**src/common/lsbp_consts.svh**
```systemverilog
// offsets, field positions, reset values and masks of the low-bit and pin config registers
`ifndef LSBP_CONSTS_SVH
`define LSBP_CONSTS_SVH
`define LSBP_ADDR_ALERT_MASK2 8'h75
`define LSBP_ADDR_VOLT_LOW 8'h76
`define LSBP_ADDR_TEMP_LOW 8'h77
`define LSBP_ADDR_PIN_CFG 8'h78
`define LSBP_ADDR_HIGH_BASE 8'h20
`define LSBP_ADDR_HIGH_LAST 8'h27
`define LSBP_RST_ALERT_MASK2 8'h00
`define LSBP_RST_PIN_CFG 8'h00
`define LSBP_WMASK_ALERT_MASK2 8'hfd
`define LSBP_CFG_ALERT_BIT 0
`define LSBP_CFG_OVERTEMP_FLAG_PIN_BIT 1
`define LSBP_CFG_BOOST_BIT 2
`define LSBP_FUNC_FAN4 2'h0
`define LSBP_FUNC_OVERTEMP_FLAG_PIN 2'h1
`define LSBP_FUNC_ALERT 2'h2
`define LSBP_NUM_CH 8
`define LSBP_VOLT_CH 4
`endif

```
**src/common/lsbp_pkg.sv**
```systemverilog
// types shared by the low-bit and pin config register logic
package lsbp_pkg;
  typedef logic [9:0] lsbp_meas_t;
  typedef logic [7:0] lsbp_byte_t;
  typedef struct packed {
    logic rd;
    logic wr;
    logic [7:0] addr;
    logic [7:0] wdata;
  } lsbp_req_s;
  typedef struct packed {
    logic alert_n;
    logic fan2_pwm;
    logic fan_running;
    logic timer_en;
  } lsbp_sys_s;
  typedef enum {lsbp_pin14_fan4, lsbp_pin14_overtemp_flag_pin, lsbp_pin14_alert, lsbp_pin14_gpio} lsbp_pin14_e;
endpackage : lsbp_pkg

```
**src/logic/lsbp_regs.sv**
```systemverilog
// low-bit readout registers with freeze, and shared pin function configuration
`timescale 1ns/10ps
`include "lsbp_consts.svh"
module lsbp_regs (
  input wire logic sys_clk, // 100 MHz clock
  input wire logic reset_n, // async reset, active low
  input wire logic clk_en, // freezes all state when low
  input lsbp_pkg::lsbp_req_s req, // register read/write request
  input lsbp_pkg::lsbp_meas_t [7:0] readings, // 10-bit readings, ch 0..7
  input lsbp_pkg::lsbp_sys_s sys, // alert request, fan 2 drive, fan state
  input wire logic [1:0] multipurpose_pin_function, // multipurpose pin code
  input wire logic [2:0] overtemp_out_cfg, // nonzero makes overtemp pin bidirectional
  input wire logic overtemp_req, // core asks to drive overtemp low
  input wire logic overtemp_flag_pin_in, // dedicated overtemp pin level
  input wire logic mp_pin_in, // multipurpose pin level
  output lsbp_pkg::lsbp_byte_t rdata, // read data, one cycle after rd
  output logic overtemp_flag_pin_out, // dedicated pin drive level
  output logic overtemp_flag_pin_oe, // dedicated pin drive enable
  output logic meas_2v5_en, // dedicated pin used as 2.5V input
  output logic shared_pin_out, // alert or fan2_pulse_drive pin
  output logic mp_pin_out, // multipurpose pin drive level
  output logic mp_pin_oe, // multipurpose pin drive enable
  output lsbp_pkg::lsbp_pin14_e mp_mode, // multipurpose pin function
  output logic fans_full, // run all fans at full speed
  output logic [15:0] overtemp_time // cycles of overtemp asserted
);
  import lsbp_pkg::*;

  lsbp_meas_t snap [`LSBP_NUM_CH];
  logic [`LSBP_NUM_CH-1:0] frozen;
  logic [`LSBP_NUM_CH-1:0] freeze_set;
  logic [`LSBP_NUM_CH-1:0] freeze_clr;
  lsbp_byte_t alert_mask_second;
  lsbp_byte_t pin_function_config;
  logic overtemp_act;

  function automatic logic is_high(input logic [7:0] a);
    is_high = (a >= `LSBP_ADDR_HIGH_BASE) && (a <= `LSBP_ADDR_HIGH_LAST);
  endfunction : is_high

  function automatic logic [2:0] chan_of(input logic [7:0] a);
    logic [7:0] d;
    d = a - `LSBP_ADDR_HIGH_BASE;
    chan_of = d[2:0];
  endfunction : chan_of

  ////////////////////////////////////////////////////////////////////////////
  // freeze control
  always_comb begin
    freeze_set = '0;
    freeze_clr = '0;
    for (int i = 0; i < `LSBP_NUM_CH; i++) begin
      if (req.rd && req.addr == `LSBP_ADDR_VOLT_LOW && i < `LSBP_VOLT_CH) begin
        freeze_set[i] = 1'b1;
      end
      if (req.rd && req.addr == `LSBP_ADDR_TEMP_LOW && i >= `LSBP_VOLT_CH) begin
        freeze_set[i] = 1'b1;
      end
      if (req.rd && is_high(req.addr) && chan_of(req.addr) == 3'(i)) begin
        freeze_clr[i] = 1'b1;
      end
    end
  end

  // a new freeze wins over a release in the same cycle
  always_ff @(posedge sys_clk or negedge reset_n) begin
    if (!reset_n) begin
      frozen <= '0;
    end else if (clk_en) begin
      frozen <= freeze_set | (frozen & ~freeze_clr);
    end
  end

  always_ff @(posedge sys_clk or negedge reset_n) begin
    if (!reset_n) begin
      for (int i = 0; i < `LSBP_NUM_CH; i++) begin
        snap[i] <= '0;
      end
    end else if (clk_en) begin
      for (int i = 0; i < `LSBP_NUM_CH; i++) begin
        if (!frozen[i] && !freeze_set[i]) begin
          snap[i] <= readings[i];
        end
      end
    end
  end

  ////////////////////////////////////////////////////////////////////////////
  // register writes
  always_ff @(posedge sys_clk or negedge reset_n) begin
    if (!reset_n) begin
      alert_mask_second <= `LSBP_RST_ALERT_MASK2;
      pin_function_config <= `LSBP_RST_PIN_CFG;
    end else if (clk_en && req.wr) begin
      // low-bit registers have no write path
      if (req.addr == `LSBP_ADDR_ALERT_MASK2) begin
        alert_mask_second <= req.wdata & `LSBP_WMASK_ALERT_MASK2;
      end
      if (req.addr == `LSBP_ADDR_PIN_CFG) begin
        pin_function_config <= req.wdata;
      end
    end
  end

  ////////////////////////////////////////////////////////////////////////////
  // read data
  always_ff @(posedge sys_clk or negedge reset_n) begin
    if (!reset_n) begin
      rdata <= '0;
    end else if (clk_en && req.rd) begin
      if (req.addr == `LSBP_ADDR_VOLT_LOW) begin
        rdata <= {snap[3][1:0], snap[2][1:0], snap[1][1:0], snap[0][1:0]};
      end else if (req.addr == `LSBP_ADDR_TEMP_LOW) begin
        rdata <= {snap[7][1:0], snap[6][1:0], snap[5][1:0], snap[4][1:0]};
      end else if (req.addr == `LSBP_ADDR_ALERT_MASK2) begin
        rdata <= alert_mask_second;
      end else if (req.addr == `LSBP_ADDR_PIN_CFG) begin
        rdata <= pin_function_config;
      end else if (is_high(req.addr)) begin
        rdata <= snap[chan_of(req.addr)][9:2];
      end else begin
        rdata <= '0;
      end
    end
  end

  ////////////////////////////////////////////////////////////////////////////
  // shared pin functions
  wire logic overtemp_flag_pin_sel = pin_function_config[`LSBP_CFG_OVERTEMP_FLAG_PIN_BIT];
  wire logic alert_sel = pin_function_config[`LSBP_CFG_ALERT_BIT];
  wire logic boost = pin_function_config[`LSBP_CFG_BOOST_BIT];
  wire logic mp_overtemp_flag_pin = multipurpose_pin_function == `LSBP_FUNC_OVERTEMP_FLAG_PIN;

  assign overtemp_act = (overtemp_flag_pin_sel && !overtemp_flag_pin_in) || (mp_overtemp_flag_pin && !mp_pin_in);

  always_ff @(posedge sys_clk or negedge reset_n) begin
    if (!reset_n) begin
      shared_pin_out <= 1'b1;
      meas_2v5_en <= 1'b1;
      overtemp_flag_pin_out <= 1'b1;
      overtemp_flag_pin_oe <= 1'b0;
    end else if (clk_en) begin
      shared_pin_out <= alert_sel ? sys.alert_n : sys.fan2_pwm;
      meas_2v5_en <= !overtemp_flag_pin_sel;
      overtemp_flag_pin_out <= 1'b0;
      overtemp_flag_pin_oe <= overtemp_flag_pin_sel && (overtemp_out_cfg != 3'h0) && overtemp_req;
    end
  end

  always_ff @(posedge sys_clk or negedge reset_n) begin
    if (!reset_n) begin
      mp_mode <= lsbp_pin14_fan4;
      mp_pin_out <= 1'b1;
      mp_pin_oe <= 1'b0;
    end else if (clk_en) begin
      case (multipurpose_pin_function)
        `LSBP_FUNC_FAN4: begin
          mp_mode <= lsbp_pin14_fan4;
          mp_pin_out <= 1'b1;
          mp_pin_oe <= 1'b0;
        end
        `LSBP_FUNC_OVERTEMP_FLAG_PIN: begin
          mp_mode <= lsbp_pin14_overtemp_flag_pin;
          mp_pin_out <= 1'b0;
          mp_pin_oe <= (overtemp_out_cfg != 3'h0) && overtemp_req;
        end
        `LSBP_FUNC_ALERT: begin
          mp_mode <= lsbp_pin14_alert;
          mp_pin_out <= 1'b0;
          mp_pin_oe <= !sys.alert_n;
        end
        default: begin
          mp_mode <= lsbp_pin14_gpio;
          mp_pin_out <= 1'b1;
          mp_pin_oe <= 1'b0;
        end
      endcase
    end
  end

  ////////////////////////////////////////////////////////////////////////////
  // boost and overtemp timer
  always_ff @(posedge sys_clk or negedge reset_n) begin
    if (!reset_n) begin
      fans_full <= 1'b0;
    end else if (clk_en) begin
      fans_full <= overtemp_act && sys.fan_running && boost;
    end
  end

  always_ff @(posedge sys_clk or negedge reset_n) begin
    if (!reset_n) begin
      overtemp_time <= '0;
    end else if (clk_en && sys.timer_en && overtemp_act) begin
      overtemp_time <= overtemp_time + 16'h0001;
    end
  end

  ////////////////////////////////////////////////////////////////////////////
  // checks
  property p_volt_low;
    @(posedge sys_clk) disable iff (!reset_n)
    clk_en && req.rd && req.addr == `LSBP_ADDR_VOLT_LOW |=>
      rdata == {$past(snap[3][1:0]), $past(snap[2][1:0]), $past(snap[1][1:0]), $past(snap[0][1:0])};
  endproperty
  a_volt_low: assert property (p_volt_low) else $error("voltage low bits wrong");

  property p_freeze_set;
    @(posedge sys_clk) disable iff (!reset_n)
    clk_en && req.rd && req.addr == `LSBP_ADDR_TEMP_LOW |=> frozen[7:4] == 4'hf;
  endproperty
  a_freeze_set: assert property (p_freeze_set) else $error("freeze not set");

  property p_freeze_hold;
    @(posedge sys_clk) disable iff (!reset_n)
    frozen[0] |=> snap[0] == $past(snap[0]);
  endproperty
  a_freeze_hold: assert property (p_freeze_hold) else $error("frozen reading moved");

  property p_temp_low;
    @(posedge sys_clk) disable iff (!reset_n)
    clk_en && req.rd && req.addr == `LSBP_ADDR_TEMP_LOW |=>
      rdata[1:0] == $past(snap[4][1:0]) && rdata[7:6] == $past(snap[7][1:0]);
  endproperty
  a_temp_low: assert property (p_temp_low) else $error("temperature low bits wrong");

  property p_shared_pin;
    @(posedge sys_clk) disable iff (!reset_n)
    clk_en && alert_sel && !sys.alert_n |=> !shared_pin_out;
  endproperty
  a_shared_pin: assert property (p_shared_pin) else $error("alert not on shared pin");

  property p_boost;
    @(posedge sys_clk) disable iff (!reset_n)
    clk_en && overtemp_act && sys.fan_running && boost |=> fans_full;
  endproperty
  a_boost: assert property (p_boost) else $error("boost did not run fans full");

  property p_timer;
    @(posedge sys_clk) disable iff (!reset_n)
    clk_en && sys.timer_en && overtemp_act |=> overtemp_time == 16'($past(overtemp_time) + 1);
  endproperty
  a_timer: assert property (p_timer) else $error("overtemp timer did not count");

  property p_2v5;
    @(posedge sys_clk) disable iff (!reset_n)
    clk_en && !overtemp_flag_pin_sel |=> meas_2v5_en && !overtemp_flag_pin_oe;
  endproperty
  a_2v5: assert property (p_2v5) else $error("dedicated pin not a 2.5V input");

  property p_input_only;
    @(posedge sys_clk) disable iff (!reset_n)
    clk_en && overtemp_out_cfg == 3'h0 |=> !overtemp_flag_pin_oe;
  endproperty
  a_input_only: assert property (p_input_only) else $error("overtemp pin driven as input");
endmodule : lsbp_regs

```
**config.mk**
```make
export PLATFORM = sky130hd
export DESIGN_NAME = lsbp_regs
export DESIGN_NICKNAME = d
export VERILOG_FILES = /design/src/common/lsbp_pkg.sv /design/src/logic/lsbp_regs.sv
export VERILOG_INCLUDE_DIRS = /design/src /design/src/common
export SDC_FILE = /design/constraint.sdc
export NUM_CORES = 1
export LEC_CHECK = 0
export ABC_AREA = 0
export ABC_CLOCK_PERIOD_IN_PS = 4640
export BUFFER_PORTS_ARGS = -buffer_cell sky130_fd_sc_hd__buf_4
export CAP_MARGIN = 20
export CORE_ASPECT_RATIO = 1.25
export CORE_UTILIZATION = 30
export CTS_CLUSTER_DIAMETER = 100
export DETAILED_ROUTE_END_ITERATION = 8
export GPL_ROUTABILITY_DRIVEN = 1
export SKIP_CTS_REPAIR_TIMING = 1
export SLEW_MARGIN = 25
export SYNTH_ARGS = -nofsm -noshare
export SYNTH_HDL_FRONTEND = slang
export SYNTH_SLANG_ARGS = --single-unit
```
**constraint.sdc**
```tcl
create_clock -name sys_clk -period 4.64 [get_ports sys_clk]
set_clock_uncertainty 0.05 [all_clocks]
set_input_delay 0.232 -clock sys_clk [delete_from_list [all_inputs] [get_ports sys_clk]]
set_output_delay 0.232 -clock sys_clk [all_outputs]
set_load 0.1 [all_outputs]
```
==> results.json, run 1 <==
{
  "placed_cell_area_sq_mm": 0.007980,
  "largest_net_degree_at_the_start_of_global_routing": 101,
  "die-area_sq_mm": 0.02321,
  "cp.arrival_ps": 2440,
  "layout.cells.most_common": "sky130_fd_sc_hd__buf_4",
  "final_nets": 868,
  "dp.cells": 950,
  "globalRoute.totalOverflow": 0,
  "worstSetupStartpointType": "input pin",
  "power.internal_w": 0.002717,
  "ys_async_sr_fraction": 1.000,
  "clock-root-buffer": "sky130_fd_sc_hd__clkbuf_16",
  "total_routing_usage_gr": 0.1623,
  "antenna_cells_inserted": 0,
  "pwr_density_cell_mw_per_mm2": 423.9,
  "first_pass_iters": 4,
  "power.share.combinational": 0.222,
  "hold_slack_ps": -1.929,
  "setup_viol_count_final": 0,
  "fin_crit_sh": 0.4707,
  "start_util": 0.3053,
  "hold_start": "readings[6]",
  "ys_types": 54,
  "layout.cells.most_common_list": "sky130_fd_sc_hd__buf_4 (146), sky130_fd_sc_hd__dfrtp_1 (132), sky130_fd_sc_hd__mux2_2 (86), sky130_fd_sc_hd__dlygate4sd3_1 (65)",
  "outcome": "finished with violations",
  "fp-row-count": 61,
  "initialDrtViolationCount": 216,
  "static-leakage-power_nw": 4.120,
  "clock_path_buffers": 2,
  "edff_count_synth": 0,
  "tightestPinTransition_ps": 916.3,
  "swShare": 0.3075,
  "synth_area_leaders": "sky130_fd_sc_hd__dfrtp_1 (49%), sky130_fd_sc_hd__mux2_2 (14%), sky130_fd_sc_hd__mux2i_1 (4.4%)",
  "number_of_pins_with_negative_max_slew_slack_in_the_final_report": 0,
  "place.port_buffers": 145,
  "syn-cell-area_sq_mm": 0.006782,
  "max_clock_freq_mhz": 457.8,
  "drt-vias-per-instance": 4.838,
  "cts-htree-levels": 4,
  "pwr-share-seq": 0.413,
  "clk_pin_slew_ps": 60,
  "ys.flop_type": "sky130_fd_sc_hd__dfrtp_1",
  "grt_pass1_wl_mm": 27.58,
  "dieWidth_microns": 136.5,
  "critPathCaptureType": "flop",
  "postSynthRegisterBits": 136,
  "syn_avg_cell_area_sq_um": 12.31,
  "floorplan.core_area_sq_mm": 0.02221,
  "power_switching_w": 0.001207,
  "timing.critical_path.from": "req[9]",
  "area_growth_pct": 36.48,
  "drc_errors": 0,
  "grt_setup_unrepaired": "false",
  "detail-route-antenna-nets": 0,
  "seq_total_area_yosys": 0.5026,
  "ir_drop_mv": 0.2970,
  "dp.final_hpwl_mm": 13.21,
  "rr_startpoint": "pin_function_config[1]",
  "floorplan.die.height_microns": 170.1,
  "gp_congestion": 0.7853,
  "worst-path-max-fanout": 59,
  "post-route-util": 0.4167,
  "maxSlewHeadroom": 0.3892,
  "clkSinkCount": 136,
  "synth.top_cell.area_share": 0.4871,
  "totalPowerFinal_w": 0.003923,
  "cts_inserted_buffers": 17,
  "yosysTopAreaCell": "sky130_fd_sc_hd__dfrtp_1",
  "cts_tree": "done",
  "setup-tns-final_ps": 0,
  "timing.final.hold_violations": 1,
  "cp_data_required_time_ps": 4890,
  "cap_violations": 0,
  "violated_checks": "negative hold slack",
  "clkLatencyLatePin_ps": 420,
  "final_cells": 1047,
  "vias": 5065,
  "min_period_ps": 2184,
  "totalWireLength_mm": 18.26,
  "avgRoutedWirePerCell_microns": 17.44,
  "final_cell_area_sq_mm": 0.009255,
  "ioPinCount": 176,
  "hold_path.class": "in2reg",
  "fraction_of_layout_cells_with_a_size_suffix_above_1": 0.3757,
  "synthesis.yosys.warnings": 0,
  "clock_power_share": 0.365,
  "worstSetupPathType": "in2reg",
  "netlist_instances": 551,
  "antenna_violations_before_repair": 0,
  "grt_pass1_vias": 4875
}
Yosys cell counts (all sizes together) (2+ instances only):
cell type  instances
a21boi             7
nand2b             7
nor2b              4
mux2             100
mux4               2
xnor2             12
or2                4
buf               50
inv                8
and2               9
a31o               4
and4               3
nor2              18
ha                 4
o41ai              4
mux2i             30
dfrtp            132
xor2               3
o21ai              5
nand3             21
dfstp              4
a2111oi            2
o31ai              2
and3               6
nand2             12
nor3               9
nand4              6
a21oi             12
nand4b             2
a31oi             10
or4                3
o211ai             7
clkbuf            10
nor3b              7
a22o               3
a22oi             14
a211oi             7
path summary, 6_finish.rpt:
kind,end,cells after the start,slack (ps)
min in group asynchronous,mp_pin_oe,2,420
worst max-delay path,snap[42],5,2460
worst max register to register,overtemp_time[13],4,2870
worst min-delay path,snap[76],2,-2
worst min register to register,meas_2v5_en,2,420
max in group asynchronous,snap[75],3,3040
area by class of cell:
cell class / instances / area [sq um]
fill: 2116 / 12950
sequential: 136 / 3408
multi-input combinational: 376 / 3080
timing repair buffer: 212 / 1758
clock buffer: 18 / 439.2
tap: 283 / 354.1
clock inverter: 14 / 185.2
inverter: 8 / 30.03
state kept, by name (all words and copies together) (netlist names), 2 cells and up:
name / count
alert_mask_second: 7
frozen: 8
mp_mode: 2
rdata: 8
pin_function_config: 8
snap: 80
overtemp_time: 16
cell families after synthesis:
group,synth area share
simple gates,0.09945
xor+xnor,0.01937
mux,0.2170
buf+inv,0.06015
fa+ha+maj,0.007380
flops,0.5026
other cells,0.0005530
compound gates,0.09354
power groups by stage:
stage,Combinational (W),Sequential (W),Clock [W]
global route,0.000936,0.00166,0.00150
finish,0.000869,0.00162,0.00143
detailed placement,0.000832,0.00164,0
CTS,0.000835,0.00162,0.00145
global placement,0.000814,0.00163,0
floorplan,0.000506,0.00171,0
critical path, cell delays in order:
cell                        delay (ps)
sky130_fd_sc_hd__buf_4             590
sky130_fd_sc_hd__nand4bb_1         540
sky130_fd_sc_hd__o31ai_4           490
sky130_fd_sc_hd__nor2_2            200
sky130_fd_sc_hd__mux2_1            340
per-stage QoR:
step / setup slack, ps / hold slack (ps)
3_5_place_dp: 2019 / 357.1
3_3_place_gp: 2050 / 364.3
6_report: 2456 / -1.929
4_1_cts: 2473 / -98.85
2_1_floorplan: 2288 / -113.6
5_1_grt: 2296 / -2.873
per-layer routing:
metal	vias up	routed length (microns)	track usage
met2	173	9150	0.2670
met5	-	0	0
met3	32	1001	0.04826
met4	0	635	0.08454
met1	2499	7467	0.1890
li1	2361	-	-
(Power assumes the default switching activity.)
==> run 2: changes to the inputs <==
--- a/config.mk
+++ b/config.mk
@@ -7,7 +7,7 @@
 export NUM_CORES = 1
 export LEC_CHECK = 0
 export ABC_AREA = 0
-export ABC_CLOCK_PERIOD_IN_PS = 4640
+export ABC_CLOCK_PERIOD_IN_PS = 1900
 export BUFFER_PORTS_ARGS = -buffer_cell sky130_fd_sc_hd__buf_4
 export CAP_MARGIN = 20
 export CORE_ASPECT_RATIO = 1.25
==> constraint.sdc (replaced) <==
create_clock -name sys_clk -period 1.9 [get_ports sys_clk]
set_clock_uncertainty 0.05 [all_clocks]
set_input_delay 0.095 -clock sys_clk [delete_from_list [all_inputs] [get_ports sys_clk]]
set_output_delay 0.095 -clock sys_clk [all_outputs]
set_load 0.1 [all_outputs]
==> run 2 against run 1 <==
The run ends with design-rule violations, negative hold slack left. Critical path type is now reg2reg. Worst hold slack got worse by 1.2 ps. Largest power group unchanged. Count of clock-buffer cells in the layout down 1. Non-clock buffer count increased by 61. Highest routed layer unchanged. Final area increased by 6.1%. Sequential share of layout area fell by 2.0 points. Critical endpoint is now overtemp_time[8]. Combinational power increased to 2.6 times the previous value. Global-route usage increased by 0.13 points.
==> results.json, run 2 (same netlist as run 1, synthesis figures left out) <==
{
  "max_clock_freq_mhz": 609.4,
  "layout.cells.most_common": "sky130_fd_sc_hd__buf_4",
  "totalWireLength_mm": 19.01,
  "largest_net_degree_at_the_start_of_global_routing": 55,
  "tightestPinTransition_ps": 683.5,
  "gp_congestion": 0.8069,
  "grt_pass1_vias": 4911,
  "dp.cells": 983,
  "die-area_sq_mm": 0.02321,
  "start_util": 0.3053,
  "drc_errors": 2,
  "ir_drop_mv": 0.7873,
  "fraction_of_layout_cells_with_a_size_suffix_above_1": 0.3988,
  "cp.arrival_ps": 1900,
  "outcome": "finished with violations",
  "critPathCaptureType": "flop",
  "registers.top_by_ff_count": "snap",
  "drt-vias-per-instance": 4.735,
  "antenna_cells_inserted": 0,
  "hold_slack_ps": -3.168,
  "dp.final_hpwl_mm": 13.79,
  "whs_endpoint": "overtemp_flag_pin_oe",
  "worst-r2r-cell-count": 5,
  "cts_inserted_buffers": 17,
  "pwr_density_cell_mw_per_mm2": 956.0,
  "cts-htree-levels": 4,
  "layout.cells.most_common_list": "sky130_fd_sc_hd__buf_4 (173), sky130_fd_sc_hd__dfrtp_1 (123), sky130_fd_sc_hd__dlygate4sd3_1 (93), sky130_fd_sc_hd__mux2_2 (86)",
  "globalRoute.totalOverflow": 0,
  "maxSlewHeadroom": 0.5439,
  "grt_setup_unrepaired": "false",
  "avgRoutedWirePerCell_microns": 17.15,
  "clkSinkCount": 136,
  "placed_cell_area_sq_mm": 0.008319,
  "reg2reg_setup_slack_ps": 260,
  "violated_checks": "design-rule violations, negative hold slack",
  "dieWidth_microns": 136.5,
  "worstSetupPathType": "reg2reg",
  "fp-row-count": 61,
  "cap_violations": 0,
  "initialDrtViolationCount": 204,
  "ioPinCount": 176,
  "cp_data_required_time_ps": 2160,
  "worst_hold_path.num_cells": 3,
  "final_critical_path_setup_slack_ps": 258.9,
  "grt_pass1_wl_mm": 27.90,
  "largest_reg_flops": 80,
  "floorplan.die.height_microns": 170.1,
  "clkLatencyLatePin_ps": 420,
  "detail-route-antenna-nets": 0,
  "setup-tns-final_ps": 0,
  "number_of_pins_with_negative_max_slew_slack_in_the_final_report": 0,
  "final_nets": 929,
  "hold_start": "overtemp_out_cfg[2]",
  "first_pass_iters": 6,
  "reg_top3": "snap (80), overtemp_time (16)",
  "total_routing_usage_gr": 0.1635,
  "final_cell_area_sq_mm": 0.009819,
  "worst-path-max-fanout": 5,
  "fin_crit_sh": 0.8637,
  "static-leakage-power_nw": 4.384,
  "cts_tree": "done",
  "detailedPlace.worstSlack_ps": 19.77,
  "vias": 5246,
  "r2r_end": "overtemp_time[8]",
  "rr_startpoint": "overtemp_time[0]",
  "worstSetupStartpointType": "flop",
  "setup_viol_count_final": 0,
  "final_cells": 1108,
  "floorplan.core_area_sq_mm": 0.02221,
  "clock-root-buffer": "sky130_fd_sc_hd__clkbuf_16",
  "post-route-util": 0.4421,
  "clock_path_buffers": 2,
  "place.port_buffers": 145,
  "min_period_ps": 1641,
  "area_growth_pct": 44.80,
  "clk_pin_slew_ps": 60,
  "hold_path.class": "in2reg",
  "timing.final.hold_violations": 1,
  "antenna_violations_before_repair": 0
}
[run 2: worst max path at each step]
stage | cells after the start | from | to | slack [ps]
floorplan | 4 | overtemp_time[11] | overtemp_time[15] | 20
global placement | 6 | req[15] | snap[39] | 50
detailed placement | 6 | req[12] | snap[45] | 20
CTS | 5 | overtemp_time[0] | overtemp_time[12] | 240
global route | 5 | overtemp_time[0] | overtemp_time[8] | 160
finish | 5 | overtemp_time[0] | overtemp_time[8] | 260
[run 2: routing by layer]
layer	GRT usage	vias up	routed length (microns)
li1	-	2478	-
met4	0.07198	0	533
met5	0	-	0
met1	0.1948	2566	7941
met2	0.2684	176	9519
met3	0.05124	26	1013
[run 2: cell type report]
type | count | area (sq um)
fill | 2065 | 12390
sequential | 136 | 3425
multi-input combinational | 376 | 3080
timing repair buffer | 273 | 2361
clock buffer | 17 | 425.4
tap | 283 | 354.1
clock inverter | 15 | 143.9
inverter | 8 | 30.03
[run 2: metrics by stage]
| step | hold WS [ps] | power [W] |
|---|---|---|
| after global placement | 42.98 | 0.006038 |
| final | -3.168 | 0.009388 |
| after CTS | -412.2 | 0.009326 |
| after detailed placement | 43.12 | 0.006092 |
| after floorplan | -250.6 | 0.005443 |
| after global routing | 16.55 | 0.009843 |
[run 2: power by group]
group,internal (W),switching (W)
logic,0.00102,0.00120
registers,0.00357,0.000385
clock network,0.00182,0.00138
[run 2: worst max-delay path: stages, from the launching register on]
cell and delay (ps):
sky130_fd_sc_hd__dfrtp_4 440, sky130_fd_sc_hd__ha_1 190, sky130_fd_sc_hd__nand4_1 150, sky130_fd_sc_hd__a2111oi_4 380, sky130_fd_sc_hd__nand3_1 160, sky130_fd_sc_hd__xnor2_1 150
